--- config.mk ---
export PLATFORM = sky130hd
export DESIGN_NAME = virtual_partition_map_upper
export DESIGN_NICKNAME = d
export VERILOG_FILES = /design/src/vpm_pkg.sv /design/src/virtual_partition_map_upper.sv /design/src/vpm_access_check.sv /design/src/vpm_translate.sv
export SDC_FILE = /design/constraint.sdc
export NUM_CORES = 1
export LEC_CHECK = 0
export BUFFER_PORTS_ARGS = -buffer_cell sky130_fd_sc_hd__buf_4
export CORE_UTILIZATION = 50
export DETAILED_ROUTE_END_ITERATION = 16
export GPL_TIMING_DRIVEN = 0
export PLACE_DENSITY = 0.85
export REMOVE_ABC_BUFFERS = 1
export SLEW_MARGIN = 30
export SYNTH_ARGS = -nofsm -noshare
export SYNTH_HDL_FRONTEND = slang
export SYNTH_SLANG_ARGS = --single-unit
--- constraint.sdc ---
create_clock -name clk -period 2.7 [get_ports clk]
set_input_delay 0.27 -clock clk [delete_from_list [all_inputs] [get_ports clk]]
set_output_delay 0.27 -clock clk [all_outputs]
set_load 0.01 [all_outputs]
--- src/vpm_pkg.sv ---
// Package: shared constants and carriers for the partition map register
// Assumes a core-side system register access port and core state inputs
package vpm_pkg;

  // ==========================================================
  // Sizes
  localparam int REG_W = 64;
  localparam int ENTRY_W = 16;
  localparam int ENTRY_N = 4;
  localparam int FIRST_VID = 4;
  localparam logic [2:0] MAX_INDEX_LIMIT = 3'h7;

  // ==========================================================
  // Field positions
  localparam int PHYS4_LSB = 0;
  localparam int PHYS5_LSB = 16;
  localparam int PHYS6_LSB = 32;
  localparam int PHYS7_LSB = 48;

  // ==========================================================
  // Encoding of the register
  localparam logic [1:0] ENC_OP0 = 2'h3;
  localparam logic [2:0] ENC_OP1 = 3'h4;
  localparam logic [3:0] ENC_CRN = 4'ha;
  localparam logic [3:0] ENC_CRM = 4'h6;
  localparam logic [2:0] ENC_OP2 = 3'h1;

  // ==========================================================
  // Access outcomes
  localparam logic [5:0] EC_SYSREG = 6'h18;
  localparam logic [11:0] DEFER_OFFSET = 12'h948;
  localparam logic [63:0] RESET_VALUE = 64'h0;

  typedef enum logic [2:0] {
    RES_NONE = 3'b000,
    RES_DATA = 3'b001,
    RES_UNDEF = 3'b010,
    RES_TRAP_HYP = 3'b011,
    RES_TRAP_MON = 3'b100,
    RES_DEFER = 3'b101
  } result_t;

  typedef struct packed {
    logic [1:0] op0;
    logic [2:0] op1;
    logic [3:0] crn;
    logic [3:0] crm;
    logic [2:0] op2;
  } sysreg_enc_t;

  typedef struct packed {
    logic valid;
    logic write;
    sysreg_enc_t enc;
    logic [1:0] level;
    logic [63:0] wdata;
  } access_req_t;

  typedef struct packed {
    logic hyp_enabled;
    logic nested_virtualisation_bit;
    logic nested_deferral_bit;
    logic monitor_present;
    logic lower_access_trap;
    logic halted;
    logic secure_debug_disabled;
  } core_state_t;

  typedef struct packed {
    logic valid;
    result_t result;
    logic [63:0] rdata;
    logic [5:0] exc_class;
    logic [11:0] mem_offset;
  } access_rsp_t;

  function automatic logic enc_hit(input sysreg_enc_t e);
    return e.op0 == ENC_OP0 && e.op1 == ENC_OP1 && e.crn == ENC_CRN &&
           e.crm == ENC_CRM && e.op2 == ENC_OP2;
  endfunction

endpackage

--- src/virtual_partition_map_upper.sv ---
// Upper virtual partition map register: ids 4 to 7, access checks, lookup
// Assumes one system register access per cycle from the core pipeline
//
// Operation
// - Four 16-bit physical ids; id 7 top field, id 4 bottom field.
// - Highest map register index never exceeds 7.
// - Index 0 means this register does not exist.
// - Kernel and user ids translate only under their own map enables.
// - Entry n used only while its valid bit is 1.
// - Present only with feature, hypervisor control, index above 0.
// - No translation effect unless the hypervisor level is enabled.
// - The register is 64 bits wide.
// - Warm reset leaves fields undefined; here sys_rst loads RESET_VALUE 0, nothing relies on it.
// - Selected by op0 3, op1 4, CRn 10, CRm 6, op2 1.
// - User level access is always undefined.
// - Kernel read with both nested bits goes to deferred memory 0x948.
// - Kernel read with nested bit and no monitor trap traps class 0x18.
// - Monitor trap bit sends hypervisor access, and kernel access with nested bit only, to monitor.
// - Monitor trap is undefined when halted with secure debug off.
`timescale 1ns/1ps
module virtual_partition_map_upper #(
  parameter int ID_W = 16
) (
  // Clock and reset
  input wire logic clk,
  input wire logic sys_rst,
  input wire logic clk_en,
  // Configuration
  input wire logic partitioning_feature,
  input wire logic hypervisor_control_present,
  input wire logic [2:0] highest_map_register_index,
  input wire logic kernel_level_map_enable,
  input wire logic user_level_map_enable,
  input wire logic [3:0] map_entry_valid,
  // Access port
  input wire vpm_pkg::access_req_t req,
  input wire vpm_pkg::core_state_t cs,
  output vpm_pkg::access_rsp_t rsp,
  // Translation of kernel and user ids
  input wire logic [ID_W-1:0] kernel_vid,
  input wire logic [ID_W-1:0] user_vid,
  output logic [ID_W-1:0] kernel_pid,
  output logic [ID_W-1:0] user_pid,
  output logic kernel_hit,
  output logic user_hit
);
  import vpm_pkg::*;

  // ==========================================================
  // State
  typedef struct packed {
    logic [63:0] map_r;
    access_rsp_t rsp_r;
  } state_t;

  state_t st_r;
  state_t st_nxt;
  logic present;
  logic sel;
  logic [2:0] max_index;
  result_t chk_result;
  logic [5:0] chk_ec;

  // ==========================================================
  // Existence
  always_comb begin
    max_index = (highest_map_register_index > MAX_INDEX_LIMIT) ?
      MAX_INDEX_LIMIT : highest_map_register_index;
    present = partitioning_feature && hypervisor_control_present &&
      (max_index != 3'h0);
    sel = req.valid && enc_hit(req.enc);
  end

  vpm_access_check u_check (
    .level(req.level),
    .present(present),
    .cs(cs),
    .result(chk_result),
    .exc_class(chk_ec)
  );

  // ==========================================================
  // Next state
  always_comb begin
    st_nxt = st_r;
    st_nxt.rsp_r = '0;
    if (sel) begin
      st_nxt.rsp_r.valid = 1'b1;
      st_nxt.rsp_r.result = chk_result;
      st_nxt.rsp_r.exc_class = chk_ec;
      if (chk_result == RES_DEFER) begin
        st_nxt.rsp_r.mem_offset = DEFER_OFFSET;
      end
      if (chk_result == RES_DATA) begin
        if (req.write) begin
          st_nxt.map_r = req.wdata;
        end else begin
          st_nxt.rsp_r.rdata = st_r.map_r;
        end
      end
    end
  end

  // ==========================================================
  // Registers
  always_ff @(posedge clk) begin
    if (sys_rst) begin
      st_r.rsp_r <= '0;
      st_r.map_r <= RESET_VALUE;
    end else if (clk_en) begin
      st_r <= st_nxt;
    end
  end

  assign rsp = st_r.rsp_r;

  // ==========================================================
  // Translation
  vpm_translate #(.ID_W(ID_W)) u_kernel (
    .map_value(st_r.map_r),
    .entry_valid(map_entry_valid),
    .enable(present && cs.hyp_enabled &&
      kernel_level_map_enable),
    .vid(kernel_vid),
    .hit(kernel_hit),
    .pid(kernel_pid)
  );

  vpm_translate #(.ID_W(ID_W)) u_user (
    .map_value(st_r.map_r),
    .entry_valid(map_entry_valid),
    .enable(present && cs.hyp_enabled &&
      user_level_map_enable),
    .vid(user_vid),
    .hit(user_hit),
    .pid(user_pid)
  );

endmodule

--- src/vpm_access_check.sv ---
// Access checks for the upper partition map register
// Assumes core state is stable while a request is valid
`timescale 1ns/1ps
module vpm_access_check (
  // Request
  input wire logic [1:0] level,
  input wire logic present,
  input wire vpm_pkg::core_state_t cs,
  // Outcome
  output vpm_pkg::result_t result,
  output logic [5:0] exc_class
);
  import vpm_pkg::*;

  logic mon_trap;

  always_comb begin
    mon_trap = cs.monitor_present && cs.lower_access_trap;
    result = RES_DATA;
    exc_class = 6'h0;
    if (!present) begin
      result = RES_UNDEF;
    end else begin
      case (level)
        2'h0: result = RES_UNDEF;
        2'h1: begin
          if (cs.hyp_enabled && cs.nested_deferral_bit &&
              cs.nested_virtualisation_bit) begin
            result = RES_DEFER;
          end else if (cs.hyp_enabled && cs.nested_virtualisation_bit) begin
            if (mon_trap) begin
              if (cs.halted && cs.secure_debug_disabled) begin
                result = RES_UNDEF;
              end else begin
                result = RES_TRAP_MON;
                exc_class = EC_SYSREG;
              end
            end else begin
              result = RES_TRAP_HYP;
              exc_class = EC_SYSREG;
            end
          end else begin
            result = RES_UNDEF;
          end
        end
        2'h2: begin
          if (mon_trap) begin
            if (cs.halted && cs.secure_debug_disabled) begin
              result = RES_UNDEF;
            end else begin
              result = RES_TRAP_MON;
              exc_class = EC_SYSREG;
            end
          end else begin
            result = RES_DATA;
          end
        end
        2'h3: result = RES_DATA;
        default: result = RES_UNDEF;
      endcase
    end
  end
endmodule

--- src/vpm_translate.sv ---
// Virtual to physical partition id lookup for ids 4 to 7
// Assumes map and valid bits come from registered state
`timescale 1ns/1ps
module vpm_translate #(
  parameter int ID_W = 16
) (
  // Lookup
  input wire logic [63:0] map_value,
  input wire logic [3:0] entry_valid,
  input wire logic enable,
  input wire logic [ID_W-1:0] vid,
  // Result
  output logic hit,
  output logic [ID_W-1:0] pid
);
  import vpm_pkg::*;

  logic [1:0] idx;
  logic in_range;

  always_comb begin
    idx = vid[1:0];
    in_range = (vid >> 2) == ID_W'(1);
    hit = enable && in_range && entry_valid[idx];
    pid = hit ? map_value[idx*ENTRY_W +: ENTRY_W] : vid;
  end
endmodule
==> impl_metrics.yaml, run 1 <==
die:
  io_pins: 257
  die-area_um2: 14400
  core.rowCount: 42
  die_w_um: 120
  start_util_pct: 52.0
  fp.dieH_um: 120
  placeableCoreArea_um2: 13400
critical_path:
  cp_max_fo: 10
  arrival_ps: 2290
  critical_path.cell_chain: "buf_4 > nor4b_2 > nand2_1 > nor4b_4 > buf_4 > nand2_1 > a22o_1 > buf_4"
  crit_top_cell: "buf_4"
  cp-end-kind: "output pin"
  cp-start-kind: "input port"
  setup.worst_path.class: "in -> out"
  max_stage_delay_ps: 510
  cpMaxStageDelayCell: "nor4b_2"
  r2r_cells: 2
  cp.required_ps: 2430
sta:
  period_minus_slack_ps: 2560
  hold_ws_ps: 123
  drv_slew: 0
  timing.fmax_mhz: 391
  hold_viol_final: 0
  fin_crit_sh_pct: 94.7
  tightest_slew_ps: 890
  finalSetupViolations: 0
  rsz0062_at_grt: "no"
  fin_ws_ps: 143
  finalClockSkew_ps: 8.55
  max_slew_margin_pct: 40.7
finish:
  regArea_um2: 2680
  final.fill_count: 1003
  multiInputGateArea_um2: 3440
  drive_above_1_share_pct: 40.9
  antenna_cells: 0
  final_area_um2: 9190
  fin_nets: 992
  syn2layout_area_growth_pct: 32.0
  fin_util_pct: 68.6
routing:
  ant_nets: 0
  first_pass_iters: 5
  wl_per_cell_um: 22.7
  drc: 0
  viasPerCell: 6.43
  drt-initial-drc-count: 733
  drt_wl_total_um: 23600
  vias: 6690
job:
  cap_violations: 0
yosys:
  yosysWarningCount: 0
  ys_types: 43
  synth_seq_cells: 134
  yosys.area.top_type: "dfxtp_1"
  synth.top_cell.area_share_pct: 38.5
  synth_edf_count: 0
  ys_seq_area_share_pct: 38.5
  synth_flop_cell: "dfxtp_1"
  syn_area_per_cell_um2: 9.93
  ys_top_cells_by_area: "dfxtp_1, mux4_2, buf_4"
  synth_area_um2: 6960
  synthTopCellsByCount: "dfxtp_1, buf_4, a21oi_1"
  ys_async_sr_fraction_pct: 0
  syn_inst: 701
  yosysMostFrequentCell: "dfxtp_1"
clock_tree:
  clk_path_buf_depth: 2
  ctsHoldBuffers: 0
  cts_sinks: 134
  cts_tree: "yes"
  cts-buffers-inserted: 17
  root_buffer: "clkbuf_16"
  clock_latency_ps: 410
  cts_max_level: 4
  clkTransAtPathRegs_ps: 60
min_path:
  hold_depth: 3
  min_path_type: "in -> reg"
grt:
  use_met2_pct: 51.9
  grt_pass1_vias: 6526
  grtUsageMet3_pct: 7.22
  grt_use_met1_pct: 39.2
  grt.overflow.total: 0
  grt_usage_pct: 31.9
  grt_max_degree: 73
  grt.busiest_layer: "met2"
  antenna_found_initial: 0
  grt_pass1_wl_um: 35300
place:
  dp_slack_ps: -516
  hpwl_um: 15600
  dpl_cell_area_um2: 8430
  place.gp.congestion: 0.843
  port_buffers: 244
power:
  irDropWorstVdd_mv: 0.397
  p_leak_uw: 0.00384
  powerDensity_nw_per_um2: 556
run_status:
  outcome: "completed"
metal layers:
layer,up-vias,routed length (um)
met3,72,2170
met2,460,11600
met4,0,838
met1,3224,8980
met5,-,0
li1,2934,-
registers in the layout, summed over array words and instances (netlist names):
name  cells
rsp      70
st_r     64
power by group:
group	switching [uW]	total (uW)	internal, uW
logic	278	516	238
clock network	847	2610	1770
registers	0.000213	1980	1980
total	1130	5110	3980
final cells by class:
cell class | instances | area share, %
Clock buffer | 25 | 5.50
Clock inverter | 7 | 1.78
Inverter | 6 | 0.245
Multi-Input combinational cell | 416 | 37.5
Sequential cell | 134 | 29.2
Tap cell | 176 | 2.40
Timing Repair Buffer | 276 | 23.4
logic make-up after synthesis:
kind of cell | Yosys count | synth area share [%]
AOI/OAI and AO/OA | 242 | 24.9
buffers and inverters | 164 | 14.3
muxes | 38 | 10.9
adders and majority gates | 4 | 0.719
and+or+nand+nor | 118 | 10.6
DFF | 134 | 38.5
other | 1 | 0.0539
placed cells by master, fill, tap and decap left out, types with 6 or more instances in the layout:
| cell | n |
|---|---|
| nand2_1 | 11 |
| conb_1 | 12 |
| inv_1 | 6 |
| a21oi_1 | 69 |
| dfxtp_1 | 134 |
| o31ai_1 | 66 |
| mux2i_1 | 6 |
| a22o_1 | 66 |
| mux4_2 | 30 |
| clkbuf_16 | 17 |
| a21o_1 | 27 |
| buf_2 | 8 |
| buf_4 | 258 |
| nand4_1 | 67 |
| nor2_1 | 9 |
per-stage QoR:
stage          TNS (ps)  power [uW]  cells
4_1_cts               0        5100   1035
5_1_grt               0        5230   1040
3_3_place_gp    -972020        2480    974
3_5_place_dp     -19400        2520   1000
6_report              0        5110   1040
2_1_floorplan   -418790        2170    554
repair_timing:
action,CTS,global route
gates cloned,0,2
buffers inserted,3,3
gates resized for setup,1,3
endpoints found under the setup margin,23,37
pin swaps,2,2
path summary, 6_finish.rpt:
kind,start,endpoint,slack [ps]
worst min-delay path,req[23],st_r[109],120
worst min register to register,rsp[40],rsp[40],480
worst max register to register,st_r[110],st_r[110],1950
worst max-delay path,kernel_vid[4],kernel_pid[1],140
critical path: cells and delay by family:
| kind | cells | cell delay (ps) |
|---|---|---|
| compound gates | 1 | 240 |
| simple gates | 4 | 1220 |
| buf+inv | 3 | 550 |
No activity file was read; power rests on OpenSTA's default activity.
==> inputs of run 2 (changes only) <==
--- a/config.mk
+++ b/config.mk
@@ -6,10 +6,10 @@
 export NUM_CORES = 1
 export LEC_CHECK = 0
 export BUFFER_PORTS_ARGS = -buffer_cell sky130_fd_sc_hd__buf_4
-export CORE_UTILIZATION = 50
+export CORE_UTILIZATION = 40
 export DETAILED_ROUTE_END_ITERATION = 16
 export GPL_TIMING_DRIVEN = 0
-export PLACE_DENSITY = 0.85
+export PLACE_DENSITY = 0.71
 export REMOVE_ABC_BUFFERS = 1
 export SLEW_MARGIN = 30
 export SYNTH_ARGS = -nofsm -noshare
==> run 2 against run 1 <==
Net effect:
- hold slack got worse by 8.4 ps
- largest power group unchanged
- final area decreased by 0.37%
- utilization shrank 14 points
- wire length grew 2.7%
- die area rose by 25%
- critical endpoint is now user_pid[0]
- sequential share of layout area is 0.11 points higher
- clock power fell by 15%
- via count fell by 2.6%
- clock skew is 0.50 ps lower
- fmax down 0.64%
- highest routed layer unchanged
==> impl_metrics.yaml, run 2 (synthesis gave the netlist of run 1 again) <==
critical_path:
  arrival_ps: 2300
  cp_max_fo: 7
  setup.worst_path.class: "in -> out"
  cpMaxStageDelayCell: "nor4b_4"
  critical_path.cell_chain: "buf_4 > nor4_2 > nand3_1 > nor4b_4 > buf_4 > a21oi_1 > a31oi_1 > buf_4"
  cp-start-kind: "input port"
  crit_top_cell: "buf_4"
  cp-end-kind: "output pin"
  max_stage_delay_ps: 500
  cp.required_ps: 2430
die:
  placeableCoreArea_um2: 16800
  die-area_um2: 17900
  fp.dieH_um: 134
  io_pins: 257
  core.rowCount: 47
  start_util_pct: 41.5
  die_w_um: 134
grt:
  grt_usage_pct: 26.1
  grt_max_degree: 73
  antenna_found_initial: 0
  grt_pass1_vias: 6230
  grt.overflow.total: 0
  grt_pass1_wl_um: 35800
clock_tree:
  clk_path_buf_depth: 2
  clock_latency_ps: 420
  cts_sinks: 134
  cts_tree: "yes"
  clkTransAtPathRegs_ps: 60
  cts-buffers-inserted: 17
  cts_max_level: 4
  root_buffer: "clkbuf_16"
place:
  hpwl_um: 16400
  port_buffers: 244
  place.gp.congestion: 0.768
  placed_cells: 1048
routing:
  drt-initial-drc-count: 504
  viasPerCell: 6.01
  wl_per_cell_um: 22.4
  drc: 0
  ant_nets: 0
  first_pass_iters: 6
  vias: 6513
  drt_wl_total_um: 24300
sta:
  period_minus_slack_ps: 2570
  tightest_slew_ps: 886
  max_slew_margin_pct: 40.9
  fin_crit_sh_pct: 95.3
  drv_slew: 0
  timing.fmax_mhz: 389
  finalSetupViolations: 0
  hold_viol_final: 0
  rsz0062_at_grt: "no"
  finalClockSkew_ps: 8.05
  tns_ps: 0
power:
  p_leak_uw: 0.00377
  powerDensity_nw_per_um2: 517
  irDropWorstVdd_mv: 0.412
finish:
  largest_reg_flops: 70
  antenna_cells: 0
  syn2layout_area_growth_pct: 31.5
  fin_nets: 992
  mostFrequentLayoutCell: "buf_4"
  final_cells: 1083
  final.fill_count: 1514
  drive_above_1_share_pct: 41.4
  layout_common_cells: "buf_4, dfxtp_1, a21oi_1"
job:
  cap_violations: 0
run_status:
  outcome: "completed"
min_path:
  min_path_type: "in -> reg"
[run 2: per-layer routing]
| layer | vias up | global-route usage, % | wire length [um] |
|---|---|---|---|
| met1 | 3173 | 32.8 | 10000 |
| met5 | - | 0 | 0 |
| met3 | 40 | 6.54 | 2110 |
| li1 | 2944 | - | - |
| met2 | 356 | 43.4 | 11600 |
| met4 | 0 | 9.34 | 548 |
[run 2: final cells by class]
| cell class | count | area [um^2] | share of cell area [%] |
|---|---|---|---|
| Tap cell | 220 | 275 | 3.01 |
| Sequential cell | 134 | 2680 | 29.3 |
| Inverter | 6 | 22.5 | 0.246 |
| Timing Repair Buffer | 276 | 2160 | 23.6 |
| Clock buffer | 20 | 467 | 5.10 |
| Multi-Input combinational cell | 416 | 3440 | 37.6 |
| Clock inverter | 11 | 101 | 1.11 |
[run 2: power breakdown]
group	switching, uW	leakage [uW]	internal (uW)
Sequential	0.000219	0.00108	1980
Combinational	282	0.00242	240
Clock	897	0.000270	1330
Total	1180	0.00377	3550
[run 2: critical path: cells and delay by family]
kind / cells / cell delay, ps
and+or+nand+nor: 3 / 1220
buffers and inverters: 3 / 550
AOI/OAI and AO/OA: 2 / 270
[run 2: stage by stage]
stage	setup WS (ps)	total power (uW)	utilization (%)	hold WS, ps	area [um^2]
2_1_floorplan	-3360	2170	-	339	6030
3_3_place_gp	-8500	2490	48.6	463	8140
3_5_place_dp	-408	2530	50.8	465	8520
4_1_cts	32.9	4750	54.4	101	9110
5_1_grt	6.66	4880	54.6	115	9150
6_report	126	4730	54.6	115	9150
[run 2: timing repair]
action,4_1_cts,5_1_grt
hold buffers,0,0
pin swaps,0,1
setup buffers,0,2
gates cloned,0,2
gates resized for setup,4,1
setup endpoints to repair,4,13
[run 2: worst paths after layout]
check	to	cells after the start	start	slack [ps]
hold / removal	st_r[119]	3	req[33]	110
setup reg to reg	st_r[133]	2	st_r[133]	1920
hold reg to reg	rsp[20]	1	rsp[20]	480
setup / recovery	user_pid[0]	8	user_vid[10]	130
